File: src/hw/ckc_regs.svh
// Register offsets, field positions, reset values and counts for the clock output control block
`ifndef CKC_REGS_SVH
`define CKC_REGS_SVH

// Register byte offsets on the APB bus
`define CKC_CFG0_OFFSET 12'h000
`define CKC_CFG1_OFFSET 12'h004
`define CKC_STATUS_OFFSET 12'h008

// Configuration byte 0: reference output enable and differential output enables
`define CKC_REF_EN_BIT 0
`define CKC_DIFF_EN_LSB 1
`define CKC_DIFF_EN_MSB 4
`define CKC_CFG0_RESET 8'h1F

// Configuration byte 1: spread modulation enable
`define CKC_SPREAD_EN_BIT 0
`define CKC_CFG1_RESET 8'h01

// Status fields
`define CKC_STAT_PLL_RUN_BIT 0
`define CKC_STAT_PD_LOW_BIT 1

// Crystal rising edges counted before the PLL is taken as running
`define CKC_PLL_LOCK_EDGES 8'h10

`endif

File: src/hw/ckc_pkg.sv
// Types shared by the clock output control block
package ckc_pkg;

   // PLL sequencing states
   typedef enum logic [1:0] {
      PLL_OFF,
      PLL_LOCKING,
      PLL_RUN
   } ckc_pll_state_type;

endpackage

File: src/hw/ckc_clock_ctrl.sv
// Clock output enable, power-down reset and spread control with an APB register slave
//
// Our own choices: the APB slave port and the register addresses.
`timescale 1ns/10ps
`include "ckc_regs.svh"

module ckc_clock_ctrl (
   // APB clock and reset
   input wire logic pclk,
   input wire logic presetn,
   // APB slave
   input wire logic psel,
   input wire logic penable,
   input wire logic pwrite,
   input wire logic [11:0] paddr,
   input wire logic [31:0] pwdata,
   output logic [31:0] prdata,
   output logic pready,
   output logic pslverr,
   // Device pins in
   input wire logic global_powerdown_reset_n,
   input wire logic crystal_or_clock_in,
   // Crystal drive
   output logic crystal_drive_out,
   // Differential pair 0
   output logic diff_clk0_true,
   output logic diff_clk0_comp,
   output logic diff_clk0_oe,
   // Differential pair 1
   output logic diff_clk1_true,
   output logic diff_clk1_comp,
   output logic diff_clk1_oe,
   // Differential pair 2
   output logic diff_clk2_true,
   output logic diff_clk2_comp,
   output logic diff_clk2_oe,
   // Differential pair 3
   output logic diff_clk3_true,
   output logic diff_clk3_comp,
   output logic diff_clk3_oe,
   // Single-ended reference output
   output logic ref_clk_out,
   output logic ref_clk_out_oe,
   output logic ref_clk_pulldown_en,
   // Spread modulation indicator
   output logic spread_active
);

   // Pin synchronisers, three stages each
   logic [2:0] pd_sync; // Reset pin stages
   logic [2:0] xtal_sync; // Crystal input stages
   logic pd_level; // Filtered reset pin level
   logic xtal_level; // Filtered crystal level
   logic xtal_prev; // Previous filtered crystal level
   logic xtal_rise; // One-cycle crystal rising edge
   logic pd_low; // Global reset asserted

   // Configuration and state
   logic [7:0] cfg0; // Output enables
   logic [7:0] cfg1; // Spread enable
   logic [7:0] lock_count; // Crystal edges since reset release
   logic [7:0] next_lock_count;
   ckc_pkg::ckc_pll_state_type pll_state;
   ckc_pkg::ckc_pll_state_type next_pll_state;
   logic pll_run; // PLL taken as running
   logic first_cycle; // High for the first cycle after power up

   // Decoded fields
   wire logic ref_en = cfg0[`CKC_REF_EN_BIT];
   wire logic [3:0] diff_en = cfg0[`CKC_DIFF_EN_MSB:`CKC_DIFF_EN_LSB];
   wire logic spread_en = cfg1[`CKC_SPREAD_EN_BIT];

   // APB decode
   wire logic setup_phase = psel & ~penable;
   wire logic access_phase = psel & penable;
   wire logic hit_cfg0 = (paddr == `CKC_CFG0_OFFSET);
   wire logic hit_cfg1 = (paddr == `CKC_CFG1_OFFSET);
   wire logic hit_status = (paddr == `CKC_STATUS_OFFSET);
   wire logic addr_ok = hit_cfg0 | hit_cfg1 | hit_status;
   wire logic wr_cfg0 = access_phase & pwrite & hit_cfg0;
   wire logic wr_cfg1 = access_phase & pwrite & hit_cfg1;

   // Zero-extends a register byte onto the 32-bit read bus
   function automatic logic [31:0] byte_word(input logic [7:0] b);
      return {24'h000000, b};
   endfunction

   // Read data selection
   wire logic [7:0] status_byte = {6'h00, pd_low, pll_run};
   wire logic [31:0] read_mux = hit_cfg0 ? byte_word(cfg0) :
                                hit_cfg1 ? byte_word(cfg1) :
                                hit_status ? byte_word(status_byte) : 32'h00000000;

   // Output selection
   wire logic [3:0] next_diff_oe = diff_en & {4{pll_run}};
   wire logic next_diff_level = xtal_level & pll_run;
   wire logic next_ref_oe = ~pd_low;
   wire logic next_ref_out = ref_en & pll_run & xtal_level;

   // Zero wait states: every access phase completes at once
   assign pready = 1'b1;

   // Reset pin synchroniser; the level moves when stages two and three agree
   always_ff @(posedge pclk or negedge presetn) begin
      if (!presetn) begin
         pd_sync <= 3'h0;
         pd_level <= 1'b0;
      end else begin
         pd_sync <= {pd_sync[1:0], global_powerdown_reset_n};
         if (pd_sync[1] == pd_sync[2]) begin
            pd_level <= pd_sync[2];
         end
      end
   end

   assign pd_low = ~pd_level;

   // Crystal synchroniser and edge detector
   always_ff @(posedge pclk or negedge presetn) begin
      if (!presetn) begin
         xtal_sync <= 3'h0;
         xtal_level <= 1'b0;
         xtal_prev <= 1'b0;
      end else begin
         xtal_sync <= {xtal_sync[1:0], crystal_or_clock_in};
         if (xtal_sync[1] == xtal_sync[2]) begin
            xtal_level <= xtal_sync[2];
         end
         xtal_prev <= xtal_level;
      end
   end

   assign xtal_rise = xtal_level & ~xtal_prev;

   // Configuration registers; the reset pin forces defaults and blocks writes
   always_ff @(posedge pclk or negedge presetn) begin
      if (!presetn) begin
         cfg0 <= `CKC_CFG0_RESET;
         cfg1 <= `CKC_CFG1_RESET;
      end else if (pd_low) begin
         cfg0 <= `CKC_CFG0_RESET;
         cfg1 <= `CKC_CFG1_RESET;
      end else begin
         if (wr_cfg0) begin
            cfg0 <= pwdata[7:0];
         end
         if (wr_cfg1) begin
            cfg1 <= pwdata[7:0];
         end
      end
   end

   // Read data and error captured in the setup cycle, shown in the access cycle
   always_ff @(posedge pclk or negedge presetn) begin
      if (!presetn) begin
         prdata <= 32'h00000000;
         pslverr <= 1'b0;
      end else if (setup_phase) begin
         prdata <= pwrite ? 32'h00000000 : read_mux;
         pslverr <= ~addr_ok;
      end
   end

   // PLL sequencing: off under reset, counts crystal edges, then runs
   always_comb begin
      next_pll_state = pll_state;
      next_lock_count = lock_count;
      case (pll_state)
         ckc_pkg::PLL_OFF: begin
            next_lock_count = 8'h00;
            if (!pd_low) begin
               next_pll_state = ckc_pkg::PLL_LOCKING;
            end
         end
         ckc_pkg::PLL_LOCKING: begin
            if (xtal_rise) begin
               next_lock_count = lock_count + 8'h01;
            end
            if (lock_count == `CKC_PLL_LOCK_EDGES) begin
               next_pll_state = ckc_pkg::PLL_RUN;
            end
         end
         ckc_pkg::PLL_RUN: begin
            next_pll_state = ckc_pkg::PLL_RUN;
         end
         default: begin
            next_pll_state = ckc_pkg::PLL_OFF;
         end
      endcase
      if (pd_low) begin
         next_pll_state = ckc_pkg::PLL_OFF;
      end
   end

   // PLL state register
   always_ff @(posedge pclk or negedge presetn) begin
      if (!presetn) begin
         pll_state <= ckc_pkg::PLL_OFF;
         lock_count <= 8'h00;
      end else begin
         pll_state <= next_pll_state;
         lock_count <= next_lock_count;
      end
   end

   assign pll_run = (pll_state == ckc_pkg::PLL_RUN);

   // Power-up marker for the default check
   always_ff @(posedge pclk or negedge presetn) begin
      if (!presetn) begin
         first_cycle <= 1'b1;
      end else begin
         first_cycle <= 1'b0;
      end
   end

   // Differential outputs; disabled pairs release both pins
   always_ff @(posedge pclk or negedge presetn) begin
      if (!presetn) begin
         {diff_clk3_oe, diff_clk2_oe, diff_clk1_oe, diff_clk0_oe} <= 4'h0;
         {diff_clk0_true, diff_clk1_true, diff_clk2_true, diff_clk3_true} <= 4'h0;
         {diff_clk0_comp, diff_clk1_comp, diff_clk2_comp, diff_clk3_comp} <= 4'h0;
      end else begin
         {diff_clk3_oe, diff_clk2_oe, diff_clk1_oe, diff_clk0_oe} <= next_diff_oe;
         {diff_clk3_true, diff_clk2_true, diff_clk1_true, diff_clk0_true} <= next_diff_oe & {4{next_diff_level}};
         {diff_clk3_comp, diff_clk2_comp, diff_clk1_comp, diff_clk0_comp} <= next_diff_oe & {4{~next_diff_level}};
      end
   end

   // Reference output, crystal drive and common spread indicator
   always_ff @(posedge pclk or negedge presetn) begin
      if (!presetn) begin
         ref_clk_out <= 1'b0;
         ref_clk_out_oe <= 1'b0;
         ref_clk_pulldown_en <= 1'b1;
         crystal_drive_out <= 1'b0;
         spread_active <= 1'b0;
      end else begin
         ref_clk_out <= next_ref_out & ~pd_low;
         ref_clk_out_oe <= next_ref_oe;
         ref_clk_pulldown_en <= pd_low;
         crystal_drive_out <= ~xtal_level & ~pd_low;
         spread_active <= spread_en & pll_run;
      end
   end
endmodule

File: config.mk
export PLATFORM = sky130hd
export DESIGN_NAME = ckc_clock_ctrl
export DESIGN_NICKNAME = d
export VERILOG_FILES = /design/src/hw/ckc_pkg.sv /design/src/hw/ckc_clock_ctrl.sv
export VERILOG_INCLUDE_DIRS = /design/src /design/src/hw
export SDC_FILE = /design/constraint.sdc
export NUM_CORES = 1
export LEC_CHECK = 0
export ABC_AREA = 1
export BUFFER_PORTS_ARGS = -buffer_cell sky130_fd_sc_hd__buf_2
export CAP_MARGIN = 20
export CELL_PAD_IN_SITES_DETAIL_PLACEMENT = 2
export CELL_PAD_IN_SITES_GLOBAL_PLACEMENT = 2
export CORE_MARGIN = 8
export CORE_UTILIZATION = 31
export CTS_CLUSTER_SIZE = 10
export DETAILED_ROUTE_END_ITERATION = 8
export GPL_ROUTABILITY_DRIVEN = 0
export HOLD_SLACK_MARGIN = 0.03
export PLACE_DENSITY = 0.95
export SKIP_CTS_REPAIR_TIMING = 1
export SLEW_MARGIN = 20
export SYNTH_ARGS = -nofsm -noshare
export SYNTH_HDL_FRONTEND = slang
export SYNTH_SLANG_ARGS = --single-unit
export TNS_END_PERCENT = 50
File: constraint.sdc
create_clock -name pclk -period 1.95 [get_ports pclk]
set_input_delay 0.39 -clock pclk [delete_from_list [all_inputs] [get_ports pclk]]
set_output_delay 0.39 -clock pclk [all_outputs]
set_load 0.01 [all_outputs]
==> out/qor.csv, run 1 <==
metric,value,unit
first-pass GRT wire length,15.1,mm
reg2reg start,pll_state[1],
grt peak-use layer,met2,
internal power,2.07,mW
"Design Area, Final",3420,um2
Worst R2R End,lock_count[3],
Num CTS Buffers,9,
GR Util met1,0.162,
"Clk Latency, worst-skew pair",0.36,ns
multi-input logic area,1100,um2
Die ar.,12800,um2
Clock power frac,0.338,
top post-synthesis cells by count,"95 x nand2_1, 54 x dfrtp_1, 33 x inv_1, 28 x nand3_1, 26 x buf_4",
vias in the first global route,2819,
total power,3.26,mW
# IOs,102,
Crit. End Element,flip-flop,
status,"complete, no violations",
HP Class,primary input to async pin,
gr ovfl total,0,
Routed Wire Length,9.14,mm
CP Max Fanout,10,
worst rel slew slack,0.624,
Sequential Power Share,0.450,
Worst-path clk slew,0.08,ns
RSZ-0062 raised after global routing,false,
Bufs on Longest Clock Path,2,
starting DRC count in detailed routing,87,
Final Skew,0.00966,ns
TritonCTS Sinks,61,
Worst path top cell family by delay,simple AND/OR/NAND/NOR gates,
Initial Utilization,0.319,
Slowest cell on crit path,dfrtp_1,
ANT nets after route,0,
Core ar.,9200,um2
post-synth top area cell,dfrtp_1,
final count of negative-setup-slack endpoints,0,
Switch Pwr,1.19,mW
Switching Fraction,0.365,
H-tree depth,3,
Max Transition Viols Final,0,
largest net degree at the start of global routing,30,
Yosys top cell area share,0.461,
"setup slack, reg-to-reg",0.22,ns
final hold vios,0,
Leakage Power,1.90,nW
slew at the pin with the worst max-slew slack,0.564,ns
Final min period,1.73,ns
final worst path period share,0.889,
storage element area,1540,um2
CP Launch Type,flip-flop,
DR DRC count,0,
setup tns final,0,ns
die width,113,um
# port buffers,52,
DP HPWL,6.71,mm
Root Driver,clkbuf_8,
VDD IR max,0.000293,V
Layout area overhead,16.8,%
placed cell area,3230,um2
Mapped Cells,334,
critical path arrival,2.01,ns
cell chain of the critical path,inv_1 > ha_1 > inv_1 > nand2_1 > nand2_2 > nand2_1 > o21ai_1 > a21oi_1,
DR WL/cell,17.9,um
Synth warnings,0,
combinational share of power,0.212,
Antenna diodes,0,
"FF+latch count, synth",61,
First-pass DRT Iterations,4,
fill count,1034,
CP max stage delay,0.41,ns
Synth Area per Inst,8.77,um2
number of flops mapped to enable cells by yosys,0,
GR Layer Usage met2,0.276,
Fmax achieved,577,MHz
"count leader, synth",nand2_1,
Die Ht,113,um
synth top area cells,"dfrtp_1 46%, nand2_1 12%, buf_4 6.7%, dfstp_2 6.3%, nand3_1 4.8%",
number of antenna violations at the first check in global routing,0,
PwrDens,953,nW/um2
mapped cell area,2930,um2
Final Net Count,451,
GRT Util Overall,0.152,
post-synthesis sequential area ratio,0.524,
ys async rst share,1.00,
fraction of layout cells with a size suffix above 1,0.251,
Via density,4.71,
critical path required time,2.22,ns
met3 GRT Util,0.0367,
maxcap violations,0,
CP bufs+invs,2,
worst setup path category,flip-flop to flip-flop,
standard-cell rows,35,
reg2reg path depth,8,
ys flop type,dfrtp_1,
CTS tree,yes,
count of cell types in the netlist,29,
DR vias,2402,
cell families after synthesis:
logic type,synth area share
DFF,0.524
other,0.00256
buffers and inverters,0.129
AOI/OAI and AO/OA,0.0414
adders and majority gates,0.0325
and+or+nand+nor,0.271
worst max-delay path by stage:
stage	from	to	slack, ns	cells past startpoint
4_1_cts	pll_state[1]	lock_count[3]	0.20	8
5_1_grt	pll_state[1]	lock_count[3]	0.09	8
3_5_place_dp	pll_state[1]	lock_count[3]	0.28	8
3_3_place_gp	paddr[9]	cfg1[4]	0.38	9
2_1_floorplan	pll_state[1]	lock_count[3]	0.63	9
6_report	pll_state[1]	lock_count[3]	0.22	8
worst reg2reg max path, stage by stage (launching register included):
cell and delay, ns:
dfrtp_1 0.41, inv_1 0.11, ha_1 0.37, inv_1 0.08
nand2_1 0.15, nand2_2 0.17, nand2_1 0.14, o21ai_1 0.08
a21oi_1 0.14
state kept, by name, indices dropped and copies added (netlist names), 2 cells and up:
signal / cells
pll_state: 2
cfg0: 8
prdata: 8
lock_count: 8
cfg1: 8
xtal_sync: 3
pd_sync: 3
through the flow:
step	hold slack [ns]	cells	util	setup slack, ns
floorplan	0.0944	357	-	0.629
global placement	0.337	494	0.352	0.381
detailed placement	0.337	494	0.352	0.280
CTS	0.0323	510	0.372	0.203
global route	0.0375	510	0.372	0.0873
finish	0.0185	510	0.372	0.216
cells in the final DEF (no fill, tap or decap), types with 3 or more instances in the layout:
cell,n
nand2_1,95
nor2_1,21
dfstp_2,7
nand3_1,28
buf_2,52
nand4_1,6
inv_2,7
dfrtp_1,54
nor3_1,4
inv_1,33
nor2_4,4
o21ai_1,13
o21ai_0,5
conb_1,25
ha_1,6
clkbuf_8,9
nand2_2,3
power by group through the flow:
stage               logic (mW)  registers, mW  clock network [mW]
global placement         0.620           1.48                   0
global route             0.777           1.49                1.18
finish                   0.692           1.47                1.10
detailed placement       0.688           1.49                   0
CTS                      0.701           1.47                1.13
floorplan                0.425           1.48                   0
final cells by class:
class,count,area share
multi-input combinational,225,0.322
inverter,42,0.0468
sequential,61,0.449
tap,111,0.0406
clock inverter,7,0.0190
clock buffer,9,0.0362
timing repair buffer,55,0.0863
metal layers:
metal | vias up | routed length, um
met1 | 1220 | 3670
met3 | 17 | 342
li1 | 1114 | -
met4 | 0 | 223
met5 | - | 0
met2 | 51 | 4910
(Power assumes the default switching activity.)
==> inputs of run 2 (changes only) <==
- REMOVE_ABC_BUFFERS: default -> 1
==> run 2 against run 1 <==
Net effect: setup slack got worse by 0.070 ns; sequential cell count unchanged; total power increased by 4.6%; fmax decreased by 3.9%; clock power increased by 15%; register-to-register slack got worse by 0.07 ns; combinational power about the same; final cell count decreased by 0.20%; critical endpoint unchanged; routed wire length decreased by 1.5%; clock skew increased by 0.0025 ns; via count decreased by 1.3%.
==> out/qor.csv, run 2 (synthesized netlist as in run 1, its figures left out) <==
metric,value,unit,change
status,"complete, no violations",,
H-tree depth,3,,unchanged
Core ar.,9200,um2,unchanged
cell chain of the critical path,inv_1 > ha_1 > inv_1 > nand2_1 > nand2_2 > nand2_1 > o21ai_1 > a21oi_1,,
Num CTS Buffers,9,,unchanged
final worst path period share,0.925,,+0.0361
WL met1,3.70,mm,+0.90%
PwrDens,990,nW/um2,+3.9%
worst setup path category,flip-flop to flip-flop,,
reg2reg path depth,8,,unchanged
storage element area,1540,um2,unchanged
fraction of layout cells with a size suffix above 1,0.244,,-0.00691
Layout area overhead,17.6,%,
die width,113,um,unchanged
DR vias,2371,,-1.3%
"commonest non-fill, non-tap cell in the layout",nand2_1,,
Worst R2R End,lock_count[3],,
Initial Utilization,0.319,,unchanged
Bufs on Longest Clock Path,2,,unchanged
maxcap violations,0,,unchanged
number of antenna violations at the first check in global routing,0,,unchanged
"commonest cells after routing, fill and taps aside","95 x nand2_1, 54 x dfrtp_1, 52 x buf_2",,
CP bufs+invs,2,,unchanged
vias in the first global route,2764,,-2.0%
DR WL met2,4.93,mm,+0.39%
"Design Area, Final",3440,um2,+0.62%
Worst-path clk slew,0.08,ns,about the same
first-pass GRT wire length,14.8,mm,-1.9%
Via density,4.66,,-1.1%
# port buffers,52,,unchanged
VDD IR max,0.000376,V,+28%
Slowest cell on crit path,dfrtp_1,,
Root Driver,clkbuf_8,,
met3 WL post-DR,257,um,-25%
Crit. End Element,flip-flop,,
Hold WS,0.0319,ns,+0.0134 ns
"setup slack, reg-to-reg",0.15,ns,-0.07 ns
CP max stage delay,0.40,ns,about the same
gr ovfl total,0,,unchanged
standard-cell rows,35,,unchanged
DP HPWL,6.73,mm,+0.33%
GRT Util Overall,0.149,,-0.00328
Top Metal Used,met4,,
reg2reg start,pll_state[1],,
DR WL/cell,17.7,um,-1.3%
CTS tree,yes,,
Die ar.,12800,um2,unchanged
multi-input logic area,1100,um2,unchanged
placed cell area,3230,um2,-0.23%
Die Ht,113,um,unchanged
ANT nets after route,0,,unchanged
Fmax achieved,554,MHz,-3.9%
Worst path top cell family by delay,simple AND/OR/NAND/NOR gates,,
fill count,1080,,+4.4%
Routed Wire Length,9.01,mm,-1.5%
"Clk Latency, worst-skew pair",0.35,ns,about the same
Max Transition Viols Final,0,,unchanged
starting DRC count in detailed routing,43,,-51%
post-route core utilization,0.374,,+0.00231
critical path required time,2.22,ns,about the same
RSZ-0062 raised after global routing,false,,
CP Launch Type,flip-flop,,
Final min period,1.80,ns,+0.0704 ns
HP Class,primary input to async pin,,
CP Max Fanout,10,,unchanged
setup tns final,0,ns,unchanged
First-pass DRT Iterations,4,,unchanged
final hold vios,0,,unchanged
Final Skew,0.0122,ns,+0.00253 ns
TritonCTS Sinks,61,,unchanged
Final Net Count,450,,-0.22%
DR DRC count,0,,unchanged
critical path arrival,2.07,ns,+0.06 ns
# IOs,102,,unchanged
largest net degree at the start of global routing,62,,+110%
Leakage Power,1.91,nW,+0.40%
final count of negative-setup-slack endpoints,0,,unchanged
Antenna diodes,0,,unchanged
## run 2: worst max-delay path by stage
stage / from / endpoint / cells after the start
final: pll_state[1] / lock_count[3] / 8
after global routing: pll_state[1] / lock_count[3] / 8
after CTS: pll_state[1] / lock_count[3] / 8
after detailed placement: pll_state[1] / lock_count[3] / 8
after global placement: paddr[9] / cfg1[4] / 9
after floorplan: paddr[9] / cfg0[5] / 8
## run 2: stage by stage
step | setup WS [ns] | total power [mW] | instances
final | 0.145 | 3.41 | 509
after global routing | 0.0105 | 3.60 | 509
after CTS | 0.125 | 3.45 | 509
after detailed placement | 0.236 | 2.18 | 493
after global placement | 0.412 | 2.09 | 493
after floorplan | 0.643 | 1.86 | 328
## run 2: worst reg2reg max path, delay by kind of cell, from the launching register on
kind	cells	cell delay, ns
simple gates	3	0.48
flops	1	0.40
fa+ha+maj	1	0.40
buf+inv	2	0.23
compound gates	2	0.23
## run 2: cell type report
class	instances	area share
repair buffers	54	0.0836
clock inverters	4	0.0211
well taps	111	0.0403
flip-flops and latches	61	0.446
clock buffers	12	0.0422
inverters	42	0.0465
multi-input cells	225	0.320
## run 2: power breakdown
part | switching, mW | internal [mW] | leakage, nW
combinational | 0.501 | 0.193 | 1.01
clock | 0.504 | 0.754 | 0.107
sequential | 0.0735 | 1.38 | 0.794
total | 1.08 | 2.33 | 1.91
## run 2: routing by layer
metal  vias up  global-route usage
met5         -                   0
li1       1109                   -
met3        11              0.0351
met4         0              0.0453
met2        47               0.273
met1      1204               0.166
==> inputs of run 3 (changes only) <==
- BUFFER_PORTS_ARGS: -buffer_cell sky130_fd_sc_hd__buf_2 -> -buffer_cell sky130_fd_sc_hd__buf_4
- clock period: 1.95 -> 2.31 ns (I/O delays scaled with it)
==> run 3 against run 2 <==
Net effect: first-iteration DRC count rose by 120%; total power is 16% lower; final cell count down 0.39%; die area unchanged; combinational power is 12% lower; final area up 2.6%; register-to-register slack gained 0.37 ns; routed wire length is 10% higher; clock skew fell by 0.0014 ns; via count rose by 1.9%; setup slack gained 0.37 ns.
==> out/qor.csv, run 3 (synthesized netlist as in run 1, its figures left out) <==
metric,value,unit,change
total power,2.86,mW,-16%
starting DRC count in detailed routing,96,,+120%
DR WL/cell,19.6,um,+11%
Routed Wire Length,9.92,mm,+10%
"Design Area, Final",3530,um2,+2.6%
PwrDens,811,nW/um2,-18%
"setup slack, reg-to-reg",0.51,ns,+0.37 ns
slew at the pin with the worst max-slew slack,0.793,ns,
CP Depth,7,,-1
Worst path top cell family by delay,simple AND/OR/NAND/NOR gates,,
internal power,1.92,mW,-18%
Root Driver,clkbuf_8,,
Bufs on Longest Clock Path,2,,unchanged
Crit. End Element,flip-flop,,
status,"complete, no violations",,
DP HPWL,6.76,mm,+0.41%
CP bufs+invs,1,,-1
CP max stage delay,0.43,ns,+0.03 ns
GRT Util Overall,0.163,,+0.0140
Num CTS Buffers,9,,unchanged
final hold vios,0,,unchanged
Hold WS,0.178,ns,+0.146 ns
Die ar.,12800,um2,unchanged
Layout area overhead,20.6,%,
reg2reg start,pll_state[1],,
CP Max Fanout,10,,unchanged
Final min period,1.80,ns,-0.00945 ns
CTS tree,yes,,
First-pass DRT Iterations,4,,unchanged
cell chain of the critical path,inv_1 > ha_1 > nand2_1 > nand2_2 > nand2_1 > o21ai_1 > a21oi_1,,
Final Skew,0.0108,ns,-0.00136 ns
Worst-path clk slew,0.08,ns,about the same
first-pass GRT wire length,16.1,mm,+8.9%
H-tree depth,3,,unchanged
worst rel slew slack,0.471,,
Switch Pwr,0.947,mW,-12%
Max Transition Viols Final,0,,unchanged
die width,113,um,unchanged
HP Class,primary input to async pin,,
# port buffers,52,,unchanged
Clock power frac,0.352,,-0.017
setup ws final,0.515,ns,+0.369 ns
"commonest cells after routing, fill and taps aside","95 x nand2_1, 54 x dfrtp_1, 52 x buf_4",,
ANT nets after route,0,,unchanged
final worst path period share,0.777,,-0.148
# IOs,102,,unchanged
reg2reg path depth,7,,-1
Die Ht,113,um,unchanged
Final Net Count,448,,-0.44%
vias in the first global route,2908,,+5.2%
pre-CTS setup slack,0.553,ns,+0.317 ns
most frequent CP cell,nand2_1,,
number of antenna violations at the first check in global routing,0,,unchanged
DR DRC count,0,,unchanged
"commonest non-fill, non-tap cell in the layout",nand2_1,,
CP endpoint,lock_count[3],,
Slowest cell on crit path,dfrtp_1,,
TritonCTS Sinks,61,,unchanged
crit path launch,pll_state[1],,
gr ovfl total,0,,unchanged
Leakage Power,1.91,nW,about the same
fraction of layout cells with a size suffix above 1,0.240,,-0.00382
maxcap violations,0,,unchanged
DR vias,2415,,+1.9%
critical path arrival,2.04,ns,-0.03 ns
combinational share of power,0.214,,+0.010
Antenna diodes,0,,unchanged
Core ar.,9200,um2,unchanged
VDD IR max,0.000466,V,+24%
RSZ-0062 raised after global routing,false,,
placed cell area,3330,um2,+3.2%
worst setup path category,flip-flop to flip-flop,,
Worst R2R End,lock_count[3],,
CP Launch Type,flip-flop,,
Fmax achieved,557,MHz,+0.53%
largest net degree at the start of global routing,62,,unchanged
Initial Utilization,0.319,,unchanged
Sequential Power Share,0.435,,+0.007
"Clk Latency, worst-skew pair",0.36,ns,about the same
setup tns final,0,ns,unchanged
Switching Fraction,0.331,,+0.0142
Via density,4.76,,+2.3%
standard-cell rows,35,,unchanged
final count of negative-setup-slack endpoints,0,,unchanged
critical path required time,2.55,ns,+0.33 ns
==> run 3: cell types whose count changed in the layout (fill, tap and decap cells not counted), sizes merged <==
cell      delta
clkbuf       +1
bufinv       -1
clkinv       -1
buf          -2
clkinvlp     +1
==> run 3: through the flow <==
stage,instances,util
global placement,491,0.362
CTS,507,0.384
global route,507,0.384
detailed placement,491,0.362
floorplan,328,-
finish,507,0.384
==> run 3: how the worst min path moves through the flow <==
stage,start,to,cells after the start
4_1_cts,global_powerdown_reset_n,pd_sync[0],1
5_1_grt,global_powerdown_reset_n,pd_sync[0],1
2_1_floorplan,presetn,cfg0[5],0
6_report,presetn,lock_count[5],1
3_3_place_gp,xtal_sync[0],xtal_sync[1],0
3_5_place_dp,pd_sync[0],pd_sync[1],0
==> run 3: worst reg2reg max path: cells and delay by family, from the launching register on <==
family	cells	cell delay (ns)
AO/OA/AOI/OAI	2	0.22
buffers and inverters	1	0.14
AND/OR/NAND/NOR	3	0.51
adder cells (fa/ha/maj)	1	0.39
flip-flops	1	0.43
==> run 3: power by group through the flow <==
stage | Sequential (mW) | Combinational (mW) | Clock [mW]
2_1_floorplan | 1.26 | 0.314 | 0
3_3_place_gp | 1.25 | 0.540 | 0
3_5_place_dp | 1.26 | 0.604 | 0
4_1_cts | 1.25 | 0.623 | 1.02
5_1_grt | 1.26 | 0.685 | 1.06
6_report | 1.25 | 0.612 | 1.01
==> run 3: final cells by class <==
type | instances | area (um2)
fill | 1031 | 5660
sequential | 61 | 1540
multi-input combinational | 225 | 1100
timing repair buffer | 52 | 390
inverter | 42 | 160
clock buffer | 13 | 159
tap | 111 | 139
clock inverter | 3 | 45.0
==> run 3: metal layers <==
layer,GRT usage,share of wire,wire [um]
met5,0,0,0
met1,0.170,0.38,3760
met3,0.0319,0.031,308
met2,0.315,0.57,5700
met4,0.0560,0.015,150
